## config.mk

```make
export PLATFORM = sky130hd
export DESIGN_NAME = power_mode_wakeup_watchdog
export DESIGN_NICKNAME = d
export VERILOG_FILES = /design/src/include/pmw_pkg.sv /design/src/design/lsclk_sync.sv /design/src/design/power_mode_wakeup_watchdog.sv
export VERILOG_INCLUDE_DIRS = /design/src /design/src/include
export SDC_FILE = /design/constraint.sdc
export NUM_CORES = 1
export LEC_CHECK = 0
export BUFFER_PORTS_ARGS = -buffer_cell sky130_fd_sc_hd__buf_2
export CAP_MARGIN = 10
export CORE_ASPECT_RATIO = 1.1
export CORE_MARGIN = 5
export CORE_UTILIZATION = 40
export DETAILED_ROUTE_END_ITERATION = 6
export GPL_TIMING_DRIVEN = 0
export PLACE_DENSITY = 0.65
export SETUP_SLACK_MARGIN = 0.1
export SYNTH_ARGS = -nofsm -noshare
export SYNTH_HDL_FRONTEND = slang
export SYNTH_SLANG_ARGS = --single-unit
```

## constraint.sdc

```tcl
create_clock -name clk_i -period 3.54 [get_ports clk_i]
set_input_delay 0.354 -clock clk_i [delete_from_list [all_inputs] [get_ports clk_i]]
set_output_delay 0.354 -clock clk_i [all_outputs]
set_load 0.005 [all_outputs]
```

## src/include/pmw_map.svh

```systemverilog
`ifndef PMW_MAP_SVH
`define PMW_MAP_SVH
`define ADDR_CTRL       4'h0
`define ADDR_AUX        4'h4
`define ADDR_WAKE       4'h8
`define ADDR_STATUS     4'hC
`define AUX_TMO_LSB     0
`define AUX_FASTWAKE    5
`define AUX_RST         8'h00
`define CTRL_CLEAR_BIT  0
`define CTRL_SAVE_BIT   1
`define CTRL_DOWN_BIT   2
`define WAKE_CMPEN_BIT  7
`define WAKE_CMPWK_BIT  6
`define WAKE_RST        8'h00
`define TMO_8K          20'h02000
`define TMO_16K         20'h04000
`define TMO_64K         20'h10000
`define TMO_256K        20'h40000
`define WAKE_NORMAL     12'hBB8
`define WAKE_FAST       12'h02D
`define NPINS           14
`define NTIMERS         6
`define RESET_PULSE     4'h8
`endif

```

## src/include/pmw_pkg.sv

```systemverilog
package pmw_pkg;
  typedef enum logic [1:0] {
    ST_ON,
    ST_SAVE,
    ST_DOWN,
    ST_WAKE
  } mode_type;
endpackage : pmw_pkg

```

## src/design/lsclk_sync.sv

```systemverilog
`timescale 1ns/1ns
// Two-flop synchroniser with a registered edge detector behind the second stage.
module lsclk_sync (
  input  wire logic clk_i,
  input  wire logic rst_i,
  input  wire logic d_i,
  output logic      level_o,
  output logic      rise_o,
  output logic      edge_o
);
  logic s1_r;
  logic s2_r;
  logic s3_r;
  logic s1_nxt;
  logic s2_nxt;
  logic s3_nxt;

  always_comb begin
    s1_nxt = d_i;
    s2_nxt = s1_r;
    s3_nxt = s2_r;
  end

  always_ff @(posedge clk_i) begin
    if (rst_i) begin
      s1_r <= 1'b0;
      s2_r <= 1'b0;
      s3_r <= 1'b0;
    end else begin
      s1_r <= s1_nxt;
      s2_r <= s2_nxt;
      s3_r <= s3_nxt;
    end
  end

  assign level_o = s2_r;
  assign rise_o  = s2_r & ~s3_r;
  assign edge_o  = s2_r ^ s3_r;
endmodule : lsclk_sync

```

## src/design/power_mode_wakeup_watchdog.sv

```systemverilog
// Decided for this implementation: the address map and the Wishbone interface to the registers.
`timescale 1ns/1ns
`include "pmw_map.svh"
// How it works
// - Watchdog counts low-speed RC edges; cleared by power-on reset or clear instruction.
// - Aux bits 1:0 pick timeout 8k, 16k, 64k or 256k low-speed clocks.
// - Reaching the timeout asserts chip reset so execution restarts.
// - Power-save gates only the system clock, oscillators keep running.
// - In power-save timers on system clock or disabled oscillator stop.
// - Low-speed RC stays on in power-save; resume runs on it.
// - Program memory is off in both sleeps, re-enabled before fetch resumes.
// - Power-save pin wake needs input mode and digital-input-enable set.
// - Power-save timer wake when a non-system-clocked timer reaches its value.
// - Comparator wake needs comparator enable and wake enable bits both set.
// - Power-down stops every oscillator; registers and memory are kept.
// - Power-down wakes only on an enabled pin toggle.
// - Timer wake honoured in power-save only.
// - Wake-up continues at the next instruction, not a restart.
// - Aux bit 5 picks about 3000 or 45 low-speed clocks of wake delay.
// - Fast boot-up option forces fast wake regardless of aux bit 5.
module power_mode_wakeup_watchdog #(
  parameter bit FAST_BOOT = 1'b0
) (
  input  wire logic                     clk_i,
  input  wire logic                     rst_i,
  input  wire logic                     cyc_i,
  input  wire logic                     stb_i,
  input  wire logic                     we_i,
  input  wire logic [3:0]               adr_i,
  input  wire logic [3:0]               sel_i,
  input  wire logic [31:0]              dat_i,
  output logic      [31:0]              dat_o,
  output logic                          ack_o,
  input  wire logic                     lsclk_i,
  input  wire logic                     hsrc_en_i,
  input  wire logic                     xtal_en_i,
  input  wire logic [`NPINS-1:0]        pin_i,
  input  wire logic [`NPINS-1:0]        pin_direction_ctrl_i,
  input  wire logic [`NPINS-1:0]        pin_dier_i,
  input  wire logic [`NTIMERS-1:0]      timer_on_system_clock_i,
  input  wire logic [`NTIMERS-1:0]      timer_osc_off_i,
  input  wire logic [`NTIMERS-1:0]      timer_match_i,
  input  wire logic                     cmp_event_i,
  output logic                          system_clock_en_o,
  output logic                          high_speed_rc_osc_en_o,
  output logic                          low_speed_rc_osc_en_o,
  output logic                          crystal_oscillator_en_o,
  output logic                          program_memory_en_o,
  output logic [`NTIMERS-1:0]           timer_run_o,
  output logic                          resume_o,
  output logic                          chip_reset_o
);
  pmw_pkg::mode_type mode_r;
  pmw_pkg::mode_type mode_nxt;
  logic [7:0]               aux_r;
  logic [7:0]               aux_nxt;
  logic [7:0]               wake_r;
  logic [7:0]               wake_nxt;
  logic [19:0]              wdog_r;
  logic [19:0]              wdog_nxt;
  logic [11:0]              wcnt_r;
  logic [11:0]              wcnt_nxt;
  logic [3:0]               rpulse_r;
  logic [3:0]               rpulse_nxt;
  logic                     ack_r;
  logic                     ack_nxt;
  logic [31:0]              dat_r;
  logic [31:0]              dat_nxt;
  logic                     ls_rise;
  logic [`NPINS-1:0]        pin_lvl_r;
  logic [`NPINS-1:0]        pin_mid_r;
  logic [`NPINS-1:0]        pin_old_r;
  logic                     cmp_lvl;
  logic                     wr;
  logic                     pin_wake;
  logic                     tmr_wake;
  logic                     cmp_wake;
  logic                     clear_cmd;
  logic [`NTIMERS-1:0]      tmr_alive;

  logic [`NPINS-1:0]        pin_tgl;
  logic [`NPINS-1:0]        pin_mid_nxt;
  logic [`NPINS-1:0]        pin_lvl_nxt;
  logic [`NPINS-1:0]        pin_old_nxt;

  // Each synchronised rising edge of the low-speed clock is one tick.
  lsclk_sync u_ls (
    .clk_i   (clk_i),
    .rst_i   (rst_i),
    .d_i     (lsclk_i),
    .level_o (),
    .rise_o  (ls_rise),
    .edge_o  ()
  );

  // Only a rising comparator edge counts, so a level held high wakes once.
  lsclk_sync u_cmp (
    .clk_i   (clk_i),
    .rst_i   (rst_i),
    .d_i     (cmp_event_i),
    .level_o (),
    .rise_o  (cmp_lvl),
    .edge_o  ()
  );

  // Pins are asynchronous, so two flops come before the toggle compare.
  // Reset clears every stage, so a pin resting low shows no false toggle.
  always_comb begin
    pin_mid_nxt = pin_i;
    pin_lvl_nxt = pin_mid_r;
    pin_old_nxt = pin_lvl_r;
  end

  always_ff @(posedge clk_i) begin
    if (rst_i) begin
      pin_mid_r <= '0;
      pin_lvl_r <= '0;
      pin_old_r <= '0;
    end else begin
      pin_mid_r <= pin_mid_nxt;
      pin_lvl_r <= pin_lvl_nxt;
      pin_old_r <= pin_old_nxt;
    end
  end

  function automatic logic [19:0] tmo_sel(input logic [1:0] s);
    unique case (s)
      2'b00: tmo_sel = `TMO_8K;
      2'b01: tmo_sel = `TMO_16K;
      2'b10: tmo_sel = `TMO_64K;
      2'b11: tmo_sel = `TMO_256K;
    endcase
  endfunction : tmo_sel

  // Write strobe aimed at one register address.
  function automatic logic wr_hit(input logic w, input logic [3:0] a, input logic [3:0] t);
    wr_hit = w & (a == t);
  endfunction : wr_hit

  // A write lands at the edge where the master sees ack, so it is taken exactly once.
  assign wr        = cyc_i & stb_i & we_i & ack_r & sel_i[0];
  assign clear_cmd = wr_hit(wr, adr_i, `ADDR_CTRL) & dat_i[`CTRL_CLEAR_BIT];
  assign pin_tgl   = pin_lvl_r ^ pin_old_r;
  assign tmr_alive = ~timer_on_system_clock_i & ~timer_osc_off_i;

  // pin wake gating; pin_direction_ctrl bit 1 means input here.
  // pin toggle only source in power-down.
  assign pin_wake = |(pin_tgl & pin_dier_i &
                     ((mode_r == pmw_pkg::ST_SAVE) ? pin_direction_ctrl_i : {`NPINS{1'b1}}));
  assign tmr_wake = (mode_r == pmw_pkg::ST_SAVE) & |(timer_match_i & tmr_alive);
  assign cmp_wake = (mode_r == pmw_pkg::ST_SAVE) & cmp_lvl &
                    wake_r[`WAKE_CMPEN_BIT] & wake_r[`WAKE_CMPWK_BIT];

  // Read data is latched with ack and stands only while ack stands.
  always_comb begin
    ack_nxt = cyc_i & stb_i & ~ack_r;
    dat_nxt = 32'h0000_0000;
    if (cyc_i & stb_i & ~we_i & ~ack_r) begin
      unique case (adr_i)
        `ADDR_AUX:    dat_nxt = {24'h00_0000, aux_r};
        `ADDR_WAKE:   dat_nxt = {24'h00_0000, wake_r};
        `ADDR_STATUS: dat_nxt = {12'h000, wdog_r};
        default:      dat_nxt = {30'h0, mode_r};
      endcase
    end
  end

  always_ff @(posedge clk_i) begin
    if (rst_i) begin
      ack_r <= 1'b0;
      dat_r <= 32'h0000_0000;
    end else begin
      ack_r <= ack_nxt;
      dat_r <= dat_nxt;
    end
  end

  // Only byte lane zero carries aux and wake bits; their upper lanes read as zero, but status returns all 20 watchdog bits.
  always_comb begin
    aux_nxt  = aux_r;
    wake_nxt = wake_r;
    if (wr_hit(wr, adr_i, `ADDR_AUX)) begin
      aux_nxt = dat_i[7:0];
    end
    if (wr_hit(wr, adr_i, `ADDR_WAKE)) begin
      wake_nxt = dat_i[7:0];
    end
  end

  always_ff @(posedge clk_i) begin
    if (rst_i) begin
      aux_r  <= `AUX_RST;
      wake_r <= `WAKE_RST;
    end else begin
      aux_r  <= aux_nxt;
      wake_r <= wake_nxt;
    end
  end

  always_comb begin
    mode_nxt = mode_r;
    wcnt_nxt = wcnt_r;
    unique case (mode_r)
      pmw_pkg::ST_ON: begin
        // Down outranks save when software sets both bits.
        if (wr_hit(wr, adr_i, `ADDR_CTRL) & dat_i[`CTRL_DOWN_BIT]) begin
          mode_nxt = pmw_pkg::ST_DOWN;
        end else if (wr_hit(wr, adr_i, `ADDR_CTRL) & dat_i[`CTRL_SAVE_BIT]) begin
          mode_nxt = pmw_pkg::ST_SAVE;
        end
      end
      pmw_pkg::ST_SAVE, pmw_pkg::ST_DOWN: begin
        if (pin_wake | tmr_wake | cmp_wake) begin
          mode_nxt = pmw_pkg::ST_WAKE;
          wcnt_nxt = (FAST_BOOT | aux_r[`AUX_FASTWAKE]) ? `WAKE_FAST : `WAKE_NORMAL;
        end
      end
      pmw_pkg::ST_WAKE: begin
        // resume, no restart.
        // The delay runs on low-speed ticks, so it drifts with that oscillator.
        if (ls_rise) begin
          wcnt_nxt = wcnt_r - 12'h001;
          if (wcnt_r == 12'h001) begin
            mode_nxt = pmw_pkg::ST_ON;
          end
        end
      end
    endcase
  end

  always_ff @(posedge clk_i) begin
    if (rst_i) begin
      mode_r <= pmw_pkg::ST_ON;
      wcnt_r <= 12'h000;
    end else begin
      mode_r <= mode_nxt;
      wcnt_r <= wcnt_nxt;
    end
  end

  always_comb begin
    wdog_nxt   = wdog_r;
    rpulse_nxt = (rpulse_r != 4'h0) ? rpulse_r - 4'h1 : 4'h0;
    if (clear_cmd) begin
      wdog_nxt = 20'h00000;
    end else if (ls_rise & (mode_r != pmw_pkg::ST_DOWN)) begin
      wdog_nxt = wdog_r + 20'h00001;
      if (wdog_nxt >= tmo_sel(aux_r[1:0])) begin
        wdog_nxt   = 20'h00000;
        rpulse_nxt = `RESET_PULSE;
      end
    end
  end

  // The pulse leaves through chip_reset_o; the system returns it on rst_i to restart everything.
  always_ff @(posedge clk_i) begin
    if (rst_i) begin
      wdog_r   <= 20'h00000;
      rpulse_r <= 4'h0;
    end else begin
      wdog_r   <= wdog_nxt;
      rpulse_r <= rpulse_nxt;
    end
  end

  assign ack_o = ack_r;
  assign dat_o = dat_r;
  assign system_clock_en_o       = (mode_r == pmw_pkg::ST_ON);
  assign high_speed_rc_osc_en_o  = hsrc_en_i & (mode_r != pmw_pkg::ST_DOWN);
  assign low_speed_rc_osc_en_o   = (mode_r != pmw_pkg::ST_DOWN);
  assign crystal_oscillator_en_o = xtal_en_i & (mode_r != pmw_pkg::ST_DOWN);
  assign program_memory_en_o     = (mode_r == pmw_pkg::ST_ON);

  always_comb begin
    unique case (mode_r)
      pmw_pkg::ST_ON:                     timer_run_o = {`NTIMERS{1'b1}};
      pmw_pkg::ST_DOWN:                   timer_run_o = {`NTIMERS{1'b0}};
      pmw_pkg::ST_SAVE, pmw_pkg::ST_WAKE: timer_run_o = tmr_alive;
    endcase
  end

  assign resume_o     = (mode_r == pmw_pkg::ST_WAKE) & (mode_nxt == pmw_pkg::ST_ON);
  assign chip_reset_o = (rpulse_r != 4'h0);
endmodule : power_mode_wakeup_watchdog

```

==> flow_summary_export.csv <==
group,metric,value,unit
sta,worstMarginPinSlew,1016,ps
sta,fmax,310.4,MHz
layout,seq_area,2464,um2
global_route,grt_pass1_wl,22580,um
clocking,cts_max_level,4,
clocking,cts_tree,"yes",
logic_synthesis,synth_top_cell_by_area,"dfxtp_1",
logic_synthesis,synth_edf_count,0,
power,power,3.319,mW
floorplanning,coreArea,13790,um2
clocking,hold_buffers,0,
status,outcome,"finished clean",
layout,area_growth,26.68,%
logic_synthesis,async_flop_share,0,%
setup_path,worstSetupStartpointType,"flop",
logic_synthesis,yosys_most_used_dff,"dfxtp_1",
route,drcViolationCount,0,
route,vias,4736,
sta,fin_tns_setup,0,ps
setup_path,cpMaxStageDelayCell,"dfxtp_1",
logic_synthesis,post-synth-top-count-cell,"dfxtp_1",
layout,fillCellCount,1287,
route,wl,13670,um
power,leakage,3.030,nW
hold_path,hold_class,"in2reg",
setup_path,crit_type,"reg2out",
logic_synthesis,synth_top_family_by_area,"simple AND/OR/NAND/NOR gates",
sta,slew_viol_final,0,
global_route,grt-ovfl-total,0,
route,viasPerCell,4.888,
logic_synthesis,muxShareOfSynthArea,4.940,%
logic_synthesis,synth-xor-area-share,6.231,%
logic_synthesis,yosys.area.top_type_share,43.79,%
global_route,grt_use_total,17.28,%
logic_synthesis,yosys_warnings,0,
sta,setup_viol,0,
sta,max_slew_margin,32.00,%
layout,multi_input_area,2950,um2
layout,layout-drive-gt1-share,26.28,%
clocking,cts_buffer_depth,2,
floorplanning,rows,45,
floorplanning,die_area,16530,um2
logic_synthesis,synth_compound_area_share,10.26,%
floorplanning,boundaryPins,155,
sta,finalHoldViolCount,0,
global_route,grt_max_degree,17,
layout,fin_nets,887,
logic_synthesis,synth_common_cells,"dfxtp_1, nor2_1, nor2b_1",
layout,fin_util,51.64,%
clocking,clock-sinks,123,
route,ant_nets,0,
logic_synthesis,synth.distinct_cells,62,
job,maxCapViolCount,0,
setup_path,worstPathArrival,2870,ps
sta,min_period,3222,ps
route,wl_per_cell,14.11,um
power,power_density,466.0,nW/um2
floorplanning,die_w,123.0,um
route,drtIter0Drc,154,
global_route,grt_pass1_vias,4911,
logic_synthesis,yosysSeqAreaShare,43.79,%
clocking,ctsRootBufferMaster,"clkbuf_16",
sta,period_share,91.02,%
power,peakVddDrop,292.6,uV
logic_synthesis,synth.area.top_cells,"dfxtp_1, nor2b_1, xor2_1",
floorplanning,die_h,134.4,um
logic_synthesis,ys_ff_latch,123,
logic_synthesis,syn_avg_cell_area,9.069,um2
clocking,numCtsBuffers,17,
setup_path,required,3190,ps
setup_path,reg2reg_slack,360,ps
setup_path,endpoint_kind,"primary output",
logic_synthesis,synthCells,620,
placed_design,port_buffers,115,
placed_design,gp_congestion,0.8933,
setup_path,path_max_fanout,10,
sta,skew,9.562,ps
clocking,worstSkewPairLatency,420,ps
setup_path,max_stage_delay,380,ps
floorplanning,initial_utilization,40.76,%
clocking,clk_transition_reported_paths,60,ps
global_route,antenna_found_initial,1,
logic_synthesis,synth_area,5623,um2
placed_design,dp_hpwl,10330,um
sta,hold_slack,136.4,ps
logic_synthesis,synth_fa_ha_area_share,2.448,%
setup_path,crit_path_cell_trace,"inv_1 > ha_2 > buf_4 > nand2b_1 > nand3_1 > nand4_1 > nor4_4 > a21oi_1 > o21ai_1 > and4_1 > buf_2",
logic_synthesis,synth_simple_gate_area_share,27.33,%
route,dr.pass1.iters,4,
sta,rsz0062_at_grt,"no",
[per-layer routing]
metal	GRT usage [%]	wire, um
met5	0	11
met4	7.569	338
met3	5.356	753
met2	29.99	6843
met1	19.30	5723
[path summary, 6_finish.rpt]
path,from,endpoint,depth (start not counted)
max reg2reg,wdog_r[1],rpulse_r[0],13
min reg2reg,pin_lvl_nxt[11],pin_lvl_r[11],1
min,pin_i[8],pin_lvl_nxt[8],2
max,mode_r[1],resume_o,11
[through the flow]
| step | std cells | setup WS [ps] | area, um2 |
|---|---|---|---|
| finish | 969 | 317.9 | 7123 |
| global route | 968 | 111.6 | 7121 |
| CTS | 966 | 157.1 | 7089 |
| detailed placement | 934 | 146.4 | 6475 |
| global placement | 934 | 261.9 | 6475 |
| floorplan | 631 | 733.2 | 5664 |
[worst max-delay path: cells and delay by family, from the launching register on]
kind                       cells  cell delay, ps
AOI/OAI and AO/OA              2             330
adders and majority gates      1             280
and+or+nand+nor                5             980
buffers and inverters          3             470
DFF                            1             380
[layout by cell type, fill, tap and decap left out, types with 10 or more instances in the layout]
cell type,synthesis,routed
a21oi_1,24,24
and2_1,17,17
buf_2,6,121
buf_4,14,17
clkbuf_1,17,16
clkbuf_16,0,17
conb_1,1,12
dfxtp_1,123,122
inv_1,15,15
mux2i_1,21,21
nand2_1,33,33
nand2b_1,18,18
nand3_1,32,32
nand4_1,12,12
nor2_1,57,57
nor2_2,10,10
nor2b_1,54,54
o21ai_0,13,12
xor2_1,31,31
[logic make-up (layout without fill, tap and decap cells)]
| family | count (synthesis) | count (layout) |
|---|---|---|
| flops | 123 | 123 |
| mux | 27 | 27 |
| xor+xnor | 40 | 40 |
| fa+ha+maj | 11 | 11 |
| buf+inv | 56 | 205 |
| compound gates | 83 | 83 |
| other cells | 1 | 13 |
| simple gates | 279 | 279 |
[final cells by class]
type                            count  share of cell area [%]
Multi-Input combinational cell    452                   41.42
Buffer                             41                   3.162
Timing Repair Buffer              117                   8.291
Tap cell                          188                   3.302
Clock inverter                     15                   2.442
Antenna cell                        1                 0.03513
Inverter                           15                  0.7904
Sequential cell                   123                   34.59
Clock buffer                       17                   5.972
[where the power goes]
part	switching (mW)	internal [mW]	total, mW
registers	0.0101	1.41	1.42
clock network	0.727	1.01	1.73
logic	0.0846	0.0827	0.167
total	0.822	2.50	3.32
[what timing repair did]
action / CTS / global route
setup endpoints to repair: 1 / 23
pin swaps: 1 / 2
setup buffers: 0 / 2
cloned: 0 / 0
gates resized for setup: 4 / 6
[registers in the layout, summed over array words and instances (netlist names), 2 cells and up]
| name | count |
|---|---|
| wdog_r | 20 |
| pin_lvl_nxt | 14 |
| rpulse_r | 4 |
| pin_lvl_r | 14 |
| aux_r | 8 |
| mode_r | 2 |
| pin_old_r | 14 |
| dat_o | 20 |
| wake_r | 8 |
| wcnt_r | 12 |
No activity file was read; power rests on OpenSTA's default activity.
